[src/core/sfr_pkg.sv]
// Purpose: Shared constants and types for the serial flash read-feature block
// Assumes: Opcodes of boot register access and dummy counts are plain defaults
// Notes:   Everything here is used only through sfr_pkg::name
`default_nettype none
package sfr_pkg;
  // ----------------------------------------------------------------
  // Opcodes
  // ----------------------------------------------------------------
  localparam logic [7:0] OP_QREAD     = 8'hEB;
  localparam logic [7:0] OP_QREAD_W   = 8'hEC;
  localparam logic [7:0] OP_QDTR      = 8'hED;
  localparam logic [7:0] OP_QDTR_W    = 8'hEE;
  localparam logic [7:0] OP_READ      = 8'h03;
  localparam logic [7:0] OP_READ_W    = 8'h13;
  localparam logic [7:0] OP_BURST_LEN = 8'hC0;
  localparam logic [7:0] OP_RST_EN    = 8'h66;
  localparam logic [7:0] OP_RST       = 8'h99;
  localparam logic [7:0] OP_BREG_RD   = 8'h16;
  localparam logic [7:0] OP_BREG_WR   = 8'h17;
  localparam logic [7:0] OP_BREG_ER   = 8'h18;
  // ----------------------------------------------------------------
  // Phase lengths in bits; all-ones reset lengths in clocks
  // ----------------------------------------------------------------
  localparam logic [5:0] ADDR_BITS_NARROW = 6'h18;
  localparam logic [5:0] ADDR_BITS_WIDE   = 6'h20;
  localparam logic [5:0] CMD_BITS         = 6'h08;
  localparam logic [5:0] MODE_BITS        = 6'h08;
  localparam logic [5:0] WRAP_BITS        = 6'h08;
  localparam logic [5:0] BREG_BITS        = 6'h20;
  localparam logic [3:0] ENH_RST_NARROW   = 4'h8;
  localparam logic [3:0] ENH_RST_WIDE     = 4'hA;
  // ----------------------------------------------------------------
  // Boot register layout
  // ----------------------------------------------------------------
  localparam logic [31:0] BOOT_REG_DEFAULT = 32'hFFFFFFFF;
  localparam int          BOOT_ADDR_LSB    = 4;
  localparam int          BOOT_RSVD_BIT    = 3;
  localparam int          BOOT_DLY_LSB     = 1;
  localparam int          BOOT_EN_N_BIT    = 0;
  localparam logic [5:0]  BOOT_DLY_00      = 6'h07;
  localparam logic [5:0]  BOOT_DLY_01      = 6'h09;
  localparam logic [5:0]  BOOT_DLY_10      = 6'h0B;
  localparam logic [5:0]  BOOT_DLY_11      = 6'h0D;
  // ----------------------------------------------------------------
  // Read dummy cycles after the indicator byte, by dummy count bits
  // ----------------------------------------------------------------
  localparam logic [5:0] DUMMY_DC_00 = 6'h04;
  localparam logic [5:0] DUMMY_DC_01 = 6'h06;
  localparam logic [5:0] DUMMY_DC_10 = 6'h08;
  localparam logic [5:0] DUMMY_DC_11 = 6'h0A;
  // ----------------------------------------------------------------
  // Wrap codes
  // ----------------------------------------------------------------
  localparam logic [3:0] WRAP_OFF_NIB = 4'h1;
  localparam logic [5:0] WRAP_ON_TOP  = 6'h00;
  localparam logic [31:0] WRAP_MIN    = 32'h00000008;

  typedef enum logic [3:0] {
    ST_IDLE, ST_CMD, ST_ADDR, ST_MODE, ST_DUMMY, ST_DATA,
    ST_WRAP, ST_BREG_WR, ST_BOOT, ST_IGNORE
  } sfr_state_e;
endpackage
`default_nettype wire

[src/core/sfr_read_features.sv]
// Purpose: Read-path features of a serial quad flash: wide address commands,
//          continuous read mode, wrapped bursts and fast boot
// Assumes: Link clock and chip select are slow against clock (4+ cycles/phase)
// Notes:   Link clock and select edges are found by sampling, not clocked on
// Behaviour
// - Wide commands take and decode 32 address bits
// - Wide commands work in either address mode
// - Continuous mode for EBh-EEh, SPI and quad
// - Toggled indicator enters or keeps continuous mode
// - Untoggled indicator plus deselect leaves continuous mode
// - SPI reset: ones on one line, 8/10
// - Quad reset: ones on four lines, 8/10
// - In continuous mode frames start with address
// - Dummy count set by configuration bits 6,7
// - Wrap off at reset, kept until changed
// - Wrap inside aligned 8/16/32/64 byte block
// - Codes 00h-03h set depth, 1xh disables
// - Wrap only for quad reads as listed
// - Fast boot reads after power-up and the 66h/99h reset command, not the all-ones reset
// - Boot data after selected delay cycles
// - Boot data single or quad by enable
// - Boot address bits 31:4, bit 3 one
// - Boot delay select 7/9/11/13 cycles
// - Boot enable bit active low, default off
// - Program, erase, read boot register commands
`default_nettype none

// ----------------------------------------------------------------
// Data FIFO between array reads and the shifter
// ----------------------------------------------------------------
module sfr_fifo #(
  parameter int W     = 8,
  parameter int DEPTH = 4
) (
  input  wire logic         clock,
  input  wire logic         reset,
  input  wire logic         flush,
  input  wire logic         inValid,
  input  wire logic [W-1:0] inData,
  output logic              inReady,
  output logic              outValid,
  output logic [W-1:0]      outData,
  input  wire logic         outReady
);
  localparam int AW = $clog2(DEPTH);
  typedef struct packed {
    logic [DEPTH-1:0][W-1:0] mem;
    logic [AW-1:0]           rp;
    logic [AW-1:0]           wp;
    logic [AW:0]             cnt;
    logic                    rdy;
  } sfr_fifo_s;
  sfr_fifo_s q;
  sfr_fifo_s n;
  logic      push;
  logic      pop;

  assign push     = inValid & q.rdy;
  assign pop      = outReady & (q.cnt != '0);
  assign inReady  = q.rdy;
  assign outValid = q.cnt != '0;
  assign outData  = q.mem[q.rp];

  always_comb
  begin
    n = q;
    if (push)
    begin
      n.mem[q.wp] = inData;
      n.wp = (q.wp == AW'(DEPTH - 1)) ? '0 : q.wp + AW'(1);
    end
    if (pop)
      n.rp = (q.rp == AW'(DEPTH - 1)) ? '0 : q.rp + AW'(1);
    n.cnt = q.cnt + (AW+1)'(push) - (AW+1)'(pop);
    if (flush)
    begin
      n.rp = '0;
      n.wp = '0;
      n.cnt = '0;
    end
    n.rdy = n.cnt != (AW+1)'(DEPTH);
  end

  always_ff @(posedge clock)
  begin
    if (reset)
    begin
      q <= '0;
      q.rdy <= 1'b1;
    end
    else
      q <= n;
  end
endmodule

// ----------------------------------------------------------------
// Device side read-feature engine
// ----------------------------------------------------------------
module sfr_read_features #(
  parameter int FIFO_DEPTH = 4
) (
  input  wire logic        clock,
  input  wire logic        reset,
  input  wire logic        sckPin,
  input  wire logic        csNPin,
  input  wire logic [3:0]  sioIn,
  output logic      [3:0]  sioOut,
  output logic      [3:0]  sioOeN,
  input  wire logic        quadCmdMode,
  input  wire logic        quadEnableBit,
  input  wire logic        wideAddrMode,
  input  wire logic        dummyCountMsb,
  input  wire logic        dummyCountLsb,
  input  wire logic [31:0] nvBootInit,
  output logic      [31:0] bootRegValue,
  output logic             enhanceActive,
  output logic             wrapEnabled,
  output logic             memReqValid,
  output logic      [31:0] memReqAddr,
  input  wire logic        memReqReady,
  input  wire logic        memRspValid,
  input  wire logic [7:0]  memRspData,
  output logic             memRspReady
);
  typedef struct packed {
    logic                sck1, sck2, sck3, cs1, cs2, cs3;
    logic [3:0]          io1, io2;
    sfr_pkg::sfr_state_e st;
    logic [5:0]          cnt, tgt;
    logic [31:0]         sh, fetchA, reqA, bootReg;
    logic [7:0]          op, outByte;
    logic [3:0]          bitsLeft, dq, oeN, rstCnt;
    logic                quad, wide, srcReg, enh, wrapOn, wrapAct, bootArm, powered;
    logic [1:0]          wrapSel;
    logic                onesOk, resetEn, fetching, reqV, outst, drop;
  } sfr_top_s;
  sfr_top_s   q;
  sfr_top_s   n;
  logic       rise, fall, csRise, csFall, flush, pop, rspAcc;
  logic       fifoValid;
  logic [7:0] fifoData;
  logic [31:0] shIn;
  logic [5:0] cnt1;

  // ----------------------------------------------------------------
  // Helpers
  // ----------------------------------------------------------------
  function automatic logic [5:0] edgesFor(input logic [5:0] bits, input logic quad);
    return quad ? {2'b00, bits[5:2]} : bits;
  endfunction

  function automatic logic toggled(input logic [7:0] b);
    return b[7:4] == ~b[3:0];
  endfunction

  function automatic logic [5:0] dummyCycles(input logic msb, input logic lsb);
    case ({msb, lsb})
      2'b00:   return sfr_pkg::DUMMY_DC_00;
      2'b01:   return sfr_pkg::DUMMY_DC_01;
      2'b10:   return sfr_pkg::DUMMY_DC_10;
      default: return sfr_pkg::DUMMY_DC_11;
    endcase
  endfunction

  function automatic logic [5:0] bootDelay(input logic [1:0] sel);
    case (sel)
      2'b00:   return sfr_pkg::BOOT_DLY_00;
      2'b01:   return sfr_pkg::BOOT_DLY_01;
      2'b10:   return sfr_pkg::BOOT_DLY_10;
      default: return sfr_pkg::BOOT_DLY_11;
    endcase
  endfunction

  function automatic logic [31:0] wrapNext(input logic [31:0] a, input logic [1:0] sel,
                                           input logic en);
    logic [31:0] m;
    m = (sfr_pkg::WRAP_MIN << sel) - 32'h1;
    return en ? ((a & ~m) | ((a + 32'h1) & m)) : a + 32'h1;
  endfunction

  assign rise   = q.sck2 & ~q.sck3;
  assign fall   = ~q.sck2 & q.sck3;
  assign csRise = q.cs2 & ~q.cs3;
  assign csFall = ~q.cs2 & q.cs3;
  assign flush  = csRise | csFall;
  assign rspAcc = memRspValid & memRspReady;
  assign shIn   = q.quad ? {q.sh[27:0], q.io2} : {q.sh[30:0], q.io2[0]};
  assign cnt1   = q.cnt + 6'h01;

  sfr_fifo #(
    .W     (8),
    .DEPTH (FIFO_DEPTH)
  ) sfr_fifo_inst (
    .clock    (clock),
    .reset    (reset),
    .flush    (flush),
    .inValid  (rspAcc & ~q.drop),
    .inData   (memRspData),
    .inReady  (memRspReady),
    .outValid (fifoValid),
    .outData  (fifoData),
    .outReady (pop)
  );

  // ----------------------------------------------------------------
  // Next state
  // ----------------------------------------------------------------
  always_comb
  begin
    logic [7:0] byteV;
    byteV = 8'h00;
    n = q;
    pop = 1'b0;
    n.sck1 = sckPin;
    n.sck2 = q.sck1;
    n.sck3 = q.sck2;
    n.cs1 = csNPin;
    n.cs2 = q.cs1;
    n.cs3 = q.cs2;
    n.io1 = sioIn;
    n.io2 = q.io1;
    // Array fetch, one request in flight
    if (rspAcc)
    begin
      n.outst = 1'b0;
      n.drop = 1'b0;
    end
    if (q.reqV && memReqReady)
    begin
      n.reqV = 1'b0;
      n.outst = 1'b1;
      n.fetchA = wrapNext(q.fetchA, q.wrapSel, q.wrapAct);
    end
    else if (!q.reqV && !q.outst && q.fetching && memRspReady && !flush)
    begin
      n.reqV = 1'b1;
      n.reqA = q.fetchA;
    end
    if (!q.powered)
    begin
      n.powered = 1'b1;
      n.bootReg = nvBootInit;
      n.bootReg[sfr_pkg::BOOT_RSVD_BIT] = 1'b1;
      n.bootArm = ~nvBootInit[sfr_pkg::BOOT_EN_N_BIT];
    end
    if (csRise)
    begin
      n.st = sfr_pkg::ST_IDLE;
      n.oeN = 4'hF;
      n.fetching = 1'b0;
      n.drop = (q.outst & ~rspAcc) | q.reqV | (q.drop & ~rspAcc);
      if (q.onesOk && q.rstCnt == (wideAddrMode ? sfr_pkg::ENH_RST_WIDE
                                                : sfr_pkg::ENH_RST_NARROW))
        n.enh = 1'b0;
    end
    else if (csFall)
    begin
      n.cnt = '0;
      n.rstCnt = '0;
      n.onesOk = 1'b1;
      n.bitsLeft = '0;
      n.srcReg = 1'b0;
      if (q.bootArm)
      begin
        n.st = sfr_pkg::ST_BOOT;
        n.bootArm = 1'b0;
        n.quad = quadEnableBit;
        n.tgt = bootDelay(q.bootReg[sfr_pkg::BOOT_DLY_LSB +: 2]);
        n.fetchA = {q.bootReg[31:sfr_pkg::BOOT_ADDR_LSB], 4'h0};
        n.fetching = 1'b1;
        n.wrapAct = 1'b0;
      end
      else if (q.enh)
      begin
        n.st = sfr_pkg::ST_ADDR;
        n.quad = 1'b1;
        n.tgt = edgesFor(q.wide ? sfr_pkg::ADDR_BITS_WIDE : sfr_pkg::ADDR_BITS_NARROW, 1'b1);
      end
      else
      begin
        n.st = sfr_pkg::ST_CMD;
        n.quad = quadCmdMode;
        n.tgt = edgesFor(sfr_pkg::CMD_BITS, quadCmdMode);
      end
    end
    else if (!q.cs2 && rise)
    begin
      if (q.onesOk && (quadCmdMode ? &q.io2 : q.io2[0]) && q.rstCnt != 4'hF)
        n.rstCnt = q.rstCnt + 4'h1;
      else
        n.onesOk = 1'b0;
      n.sh = shIn;
      n.cnt = cnt1;
      case (q.st)
        sfr_pkg::ST_CMD:
          if (cnt1 == q.tgt)
          begin
            n.op = shIn[7:0];
            n.cnt = '0;
            n.st = sfr_pkg::ST_IGNORE;
            n.resetEn = shIn[7:0] == sfr_pkg::OP_RST_EN;
            case (shIn[7:0])
              sfr_pkg::OP_QREAD, sfr_pkg::OP_QREAD_W, sfr_pkg::OP_QDTR, sfr_pkg::OP_QDTR_W,
              sfr_pkg::OP_READ, sfr_pkg::OP_READ_W:
              begin
                n.st = sfr_pkg::ST_ADDR;
                n.wide = wideAddrMode || shIn[7:0] == sfr_pkg::OP_QREAD_W
                      || shIn[7:0] == sfr_pkg::OP_QDTR_W || shIn[7:0] == sfr_pkg::OP_READ_W;
                n.quad = shIn[7:4] == 4'hE;
                n.wrapAct = q.wrapOn && (shIn[7:0] == sfr_pkg::OP_QREAD_W
                         || (shIn[7:0] == sfr_pkg::OP_QREAD && quadCmdMode));
                n.tgt = edgesFor(n.wide ? sfr_pkg::ADDR_BITS_WIDE : sfr_pkg::ADDR_BITS_NARROW,
                                 n.quad);
              end
              sfr_pkg::OP_BURST_LEN:
              begin
                n.st = sfr_pkg::ST_WRAP;
                n.tgt = edgesFor(sfr_pkg::WRAP_BITS, q.quad);
              end
              sfr_pkg::OP_BREG_WR:
              begin
                n.st = sfr_pkg::ST_BREG_WR;
                n.tgt = edgesFor(sfr_pkg::BREG_BITS, q.quad);
              end
              sfr_pkg::OP_BREG_ER:
                n.bootReg = sfr_pkg::BOOT_REG_DEFAULT;
              sfr_pkg::OP_BREG_RD:
              begin
                n.st = sfr_pkg::ST_DATA;
                n.srcReg = 1'b1;
                n.sh = q.bootReg;
              end
              sfr_pkg::OP_RST:
                if (q.resetEn)
                begin
                  n.enh = 1'b0;
                  n.wrapOn = 1'b0;
                  n.bootArm = ~q.bootReg[sfr_pkg::BOOT_EN_N_BIT];
                end
              default:
                n.st = sfr_pkg::ST_IGNORE;
            endcase
          end
        sfr_pkg::ST_ADDR:
          if (cnt1 == q.tgt)
          begin
            n.fetchA = q.wide ? shIn : {8'h00, shIn[23:0]};
            n.fetching = 1'b1;
            n.cnt = '0;
            if (q.op == sfr_pkg::OP_READ || q.op == sfr_pkg::OP_READ_W)
              n.st = sfr_pkg::ST_DATA;
            else
            begin
              n.st = sfr_pkg::ST_MODE;
              n.tgt = edgesFor(sfr_pkg::MODE_BITS, 1'b1);
            end
          end
        sfr_pkg::ST_MODE:
          if (cnt1 == q.tgt)
          begin
            n.enh = toggled(shIn[7:0]);
            n.cnt = '0;
            n.tgt = dummyCycles(dummyCountMsb, dummyCountLsb);
            n.st = (n.tgt == '0) ? sfr_pkg::ST_DATA : sfr_pkg::ST_DUMMY;
          end
        sfr_pkg::ST_DUMMY, sfr_pkg::ST_BOOT:
          if (cnt1 == q.tgt)
            n.st = sfr_pkg::ST_DATA;
        sfr_pkg::ST_WRAP:
          if (cnt1 == q.tgt)
          begin
            n.st = sfr_pkg::ST_IGNORE;
            if (shIn[7:4] == sfr_pkg::WRAP_OFF_NIB)
              n.wrapOn = 1'b0;
            else if (shIn[7:2] == sfr_pkg::WRAP_ON_TOP)
            begin
              n.wrapOn = 1'b1;
              n.wrapSel = shIn[1:0];
            end
          end
        sfr_pkg::ST_BREG_WR:
          if (cnt1 == q.tgt)
          begin
            n.st = sfr_pkg::ST_IGNORE;
            n.bootReg = q.bootReg & {shIn[7:0], shIn[15:8], shIn[23:16], shIn[31:24]};
            n.bootReg[sfr_pkg::BOOT_RSVD_BIT] = 1'b1;
          end
        sfr_pkg::ST_DATA:
        begin
          n.sh = q.sh;
          n.cnt = q.cnt;
        end
        default:
          n.cnt = q.cnt;
      endcase
    end
    else if (!q.cs2 && fall && q.st == sfr_pkg::ST_DATA)
    begin
      if (q.bitsLeft == '0)
      begin
        if (q.srcReg)
        begin
          byteV = q.sh[7:0];
          n.sh = {q.sh[7:0], q.sh[31:8]};
        end
        else
        begin
          byteV = fifoData;
          pop = fifoValid;
        end
      end
      else
        byteV = q.outByte;
      n.dq = q.quad ? byteV[7:4] : {2'b00, byteV[7], 1'b0};
      n.oeN = q.quad ? 4'h0 : 4'hD;
      n.outByte = q.quad ? {byteV[3:0], 4'h0} : {byteV[6:0], 1'b0};
      n.bitsLeft = ((q.bitsLeft == '0) ? 4'h8 : q.bitsLeft) - (q.quad ? 4'h4 : 4'h1);
    end
  end

  always_ff @(posedge clock)
  begin
    if (reset)
    begin
      q <= '0;
      q.cs1 <= 1'b1;
      q.cs2 <= 1'b1;
      q.cs3 <= 1'b1;
      q.oeN <= 4'hF;
      q.bootReg <= sfr_pkg::BOOT_REG_DEFAULT;
      q.st <= sfr_pkg::ST_IDLE;
    end
    else
      q <= n;
  end

  assign sioOut        = q.dq;
  assign sioOeN        = q.oeN;
  assign bootRegValue  = q.bootReg;
  assign enhanceActive = q.enh;
  assign wrapEnabled   = q.wrapOn;
  assign memReqValid   = q.reqV;
  assign memReqAddr    = q.reqA;

  // ----------------------------------------------------------------
  // Checks
  // ----------------------------------------------------------------
  deselect_idle_a: assert property (@(posedge clock) disable iff (reset)
    csRise |=> (q.st == sfr_pkg::ST_IDLE && q.oeN == 4'hF))
    else $error("outputs not released after deselect");
  boot_start_a: assert property (@(posedge clock) disable iff (reset)
    (csFall && q.bootArm) |=> (q.st == sfr_pkg::ST_BOOT
      && q.fetchA == {q.bootReg[31:4], 4'h0} && !q.bootArm))
    else $error("boot transfer start address wrong");
  boot_delay_a: assert property (@(posedge clock) disable iff (reset)
    (csFall && q.bootArm) |=> q.tgt == bootDelay(q.bootReg[2:1]))
    else $error("boot delay count wrong");
  enh_indicator_a: assert property (@(posedge clock) disable iff (reset)
    (!q.cs2 && !csRise && !csFall && rise && q.st == sfr_pkg::ST_MODE && cnt1 == q.tgt)
      |=> q.enh == (q.sh[7:4] == ~q.sh[3:0]))
    else $error("continuous mode flag does not follow indicator");
  wide_addr_a: assert property (@(posedge clock) disable iff (reset)
    (!q.cs2 && !csRise && !csFall && rise && q.st == sfr_pkg::ST_ADDR
      && cnt1 == q.tgt && q.wide) |=> q.fetchA == q.sh)
    else $error("wide address not taken whole");
  wrap_block_a: assert property (@(posedge clock) disable iff (reset)
    (q.reqV && memReqReady && q.wrapAct) |=> q.fetchA[31:6] == $past(q.fetchA[31:6]))
    else $error("wrapped fetch left its block");
  single_lane_a: assert property (@(posedge clock) disable iff (reset)
    (q.st == sfr_pkg::ST_DATA && !q.quad && q.oeN != 4'hF) |-> q.oeN == 4'hD)
    else $error("single line output drives other lanes");
  enh_reset_a: assert property (@(posedge clock) disable iff (reset)
    (csRise && q.onesOk && q.rstCnt == (wideAddrMode ? 4'hA : 4'h8)) |=> !q.enh)
    else $error("all ones reset did not leave continuous mode");
  dummy_len_a: assert property (@(posedge clock) disable iff (reset)
    (q.st == sfr_pkg::ST_DUMMY && n.st == sfr_pkg::ST_DATA && !csRise)
      |-> q.cnt + 6'h01 == dummyCycles(dummyCountMsb, dummyCountLsb))
    else $error("dummy phase length wrong");
endmodule
`default_nettype wire

[config.mk]
export PLATFORM = sky130hd
export DESIGN_NAME = sfr_read_features
export DESIGN_NICKNAME = d
export VERILOG_FILES = /design/src/core/sfr_pkg.sv /design/src/core/sfr_read_features.sv
export SDC_FILE = /design/constraint.sdc
export NUM_CORES = 1
export LEC_CHECK = 0
export BUFFER_PORTS_ARGS = -buffer_cell sky130_fd_sc_hd__buf_4
export CORE_AREA = 5 5 238 170
export DETAILED_ROUTE_END_ITERATION = 8
export DIE_AREA = 0 0 243 175
export HOLD_SLACK_MARGIN = 0.05
export SYNTH_ARGS = -nofsm -noshare
export SYNTH_HDL_FRONTEND = slang
export SYNTH_HIERARCHICAL = 1
export SYNTH_SLANG_ARGS = --single-unit
[constraint.sdc]
create_clock -name clock -period 3.65 [get_ports clock]
set_input_delay 0.73 -clock clock [delete_from_list [all_inputs] [get_ports clock]]
set_output_delay 0.73 -clock clock [all_outputs]
set_load 0.005 [all_outputs]
==> results.yml <==
status:
  outcome: "finished clean"
cts:
  cts.repair.resized: 0
  h-tree-depth: 1
  clk_pin_slew_ns: 0.07
  cts_tree: "built"
  cts_buffers: 26
  cts_hold_buffers: 0
  cts.sinks: 242
  cts_buffer_depth: 3
  clock_latency_ns: 0.55
  post_cts_buffers: 0
  root_buffer: "clkbuf_16"
route:
  drt-total-wl_um: 44100
  vias: 11800
  avgRoutedWirePerCell_um: 21.0
  first_pass_iters: 5
  remaining_drc_errors: 0
  viasPerCell: 5.62
  final_antenna_net_count: 0
  drtIter0Drc: 1405
synthesis:
  yosys.area_share.simple_pct: 19.6
  async_flop_share_pct: 0
  synthTopCellsByArea: "dfxtp_1 (37%), mux2i_1 (5.7%), nand2_1 (4.8%), o21ai_0 (4.3%), buf_4 (4.2%)"
  ys_seq_area_share_pct: 37.0
  yosysTopAreaCellShare_pct: 37.0
  synth-compound-area-share_pct: 19.2
  synth_edf_count: 0
  synth_largest_area_cell: "dfxtp_1"
  syn_area_per_cell_sq_um: 8.42
  synth_top_family_by_area: "simple AND/OR/NAND/NOR gates"
  synth_fa_ha_area_share_pct: 2.26
  yosysUniqueCellTypes: 84
  synth_xor_area_share_pct: 3.18
  syn_inst: 1554
  synth_mux_area_share_pct: 9.78
  syn_nets: 1632
  syn_area_sq_mm: 0.0131
  synth_ff_type: "dfxtp_1"
  ys_warn_count: 6
  synth-seq-cells: 242
pwr:
  p_int_uw: 4760
  clkPwrFrac_pct: 46.3
  vdd_ir_drop_max_mv: 0.274
  power.total_uw: 6320
  p_per_area_mw_per_mm2: 419
  p_comb_share_pct: 9.1
  p_sw_uw: 1570
  swShare_pct: 24.8
  seqPwrFrac_pct: 44.6
  p_leak_uw: 0.00581
min_path:
  hold_class: "in -> reg"
floorplanning:
  num_rows: 60
  initial_core_util_pct: 34.5
  coreArea_sq_mm: 0.0380
  die_h_um: 175
  die_area_sq_mm: 0.0425
  pin_count: 131
  die_w_um: 243
sta:
  fin_crit_ns: 3.31
  whs_ns: 0.380
  setup_tns_ns: 0
  slew_headroom_pct: 28.4
  rsz0062_at_grt: "no"
  fmax_mhz: 302
  setup_viol: 0
  hold_viol_final: 0
  worstMarginPinSlew_ns: 1.07
  skew_ns: 0.0179
  slew_viol_final: 0
  min_period_over_period_pct: 90.7
placement:
  place_area_sq_mm: 0.0141
  portBuffers: 129
  dp_hpwl_um: 32500
  gp_congestion: 0.948
  place_inst: 2053
setup_path:
  criticalPathCategory: "reg -> reg"
  cp-start-kind: "flop"
  path_max_fanout: 13
  endpoint_kind: "flop"
  cp_slowest_cell: "dfxtp_2"
  arrival_ns: 3.78
  required_ns: 4.12
  critPathMaxStageDelay_ns: 0.53
  crit_chain: "mux2i_1, nand4_1, or3_1, o32ai_1, nor2_1, ha_1, inv_1, a211oi_1, a311oi_1, o21ai_0, a31oi_1"
global_route:
  grt_use_total_pct: 19.6
  grt_pass1_wl_um: 66600
  gr-total-overflow: 0
  grt_pass1_vias: 10900
  antenna_found_initial: 2
  grt_max_degree: 60
layout:
  area_growth_pct: 15.2
  design_area_sq_mm: 0.0151
  num_antenna_cells: 0
  instances_no_fill: 2102
  drive_gt1_share_pct: 18.9
  layout.nets: 1664
flow_run:
  drv_cap: 0
[cells in the mapped netlist, drive strengths merged, types with 8 or more instances]
library cell	instances
dfxtp	242
nand2	169
nor2	132
o21ai	114
buf	99
a21oi	95
clkbuf	79
mux2i	75
nand3	57
inv	44
nor3	42
a31oi	31
mux2	31
a22oi	28
a221o	26
xnor2	23
ha	22
xor2	22
nor2b	17
o311a	16
nand4	15
and3	14
or2	12
nand2b	11
or3	10
nor4	9
mux4	8
[area by class of cell]
type                       instances  area (sq um)
clock buffer                      34           742
clock inverter                    14           208
fill                            3878         22900
inverter                          44           165
multi-input combinational       1090          7120
sequential                       242          4850
tap                              496           621
timing repair buffer             182          1380
[kinds of logic after synthesis]
logic type                 after synthesis
and+or+nand+nor                        525
muxes                                  114
AOI/OAI and AO/OA                      382
xor gates and xnor gates                46
buffers and inverters                  222
DFF                                    242
adders and majority gates               23
[critical path, delay by kind of cell (launching register included)]
kind,cells,cell delay (ns)
mux,1,0.53
fa+ha+maj,1,0.32
flops,1,0.53
simple gates,3,0.86
compound gates,5,0.93
buf+inv,1,0.08
[state kept, by name (all words and copies together), names as in the netlist]
| register | cells |
|---|---|
| q | 121 |
| wrapEnabled | 1 |
| n | 8 |
| memReqValid | 1 |
| bootRegValue | 32 |
| sioOut | 4 |
| memReqAddr | 32 |
| sfr_fifo_inst/q | 39 |
| enhanceActive | 1 |
| sioOeN | 2 |
| sfr_fifo_inst/inReady | 1 |
[stage by stage]
stage               setup WS, ns  utilization (%)
finish                     0.339             39.7
global placement           0.457             37.2
detailed placement         0.423             37.2
floorplan                  0.570                -
global route               0.170             39.7
CTS                        0.415             39.7
[per-layer routing]
| metal | wire length [um] | vias up | part of all wire, % | GRT usage (%) |
|---|---|---|---|---|
| met3 | 4430 | 72 | 10 | 5.58 |
| met4 | 1010 | 2 | 2.3 | 4.23 |
| li1 | - | 5577 | - | - |
| met5 | 13 | - | 0.029 | 0 |
| met1 | 20500 | 5639 | 46 | 28.9 |
| met2 | 18100 | 517 | 41 | 28.4 |
[worst paths after layout]
check                           startpoint  cells after the start     end  slack [ns]
worst max register to register       q[15]                     11  q[179]        0.34
worst min-delay path                csNPin                      2  n[201]        0.38
worst max-delay path                 q[15]                     11  q[179]        0.34
worst min register to register      n[201]                      1  n[200]        0.42
[power by group through the flow]
stage	Sequential, uW	Combinational (uW)	Clock (uW)
2_1_floorplan	2820	396	0
3_3_place_gp	2870	563	0
3_5_place_dp	2870	568	0
4_1_cts	2810	572	2990
5_1_grt	2820	625	3110
6_report	2820	576	2930
[layout by cell type, fill, tap and decap left out, types with 26 or more instances in the layout]
cell type / netlist / final
dfxtp_1: 242 / 241
inv_1: 44 / 44
a31oi_1: 31 / 30
o21ai_0: 113 / 113
nand3_1: 53 / 53
mux2i_1: 75 / 75
nor3_1: 41 / 40
buf_4: 74 / 180
mux2_2: 31 / 31
a22oi_1: 28 / 28
nor2_1: 129 / 128
clkbuf_16: 0 / 27
nand2_1: 169 / 169
a21oi_1: 95 / 95
a221o_1: 26 / 26
Power figures use the tool's default switching activity.
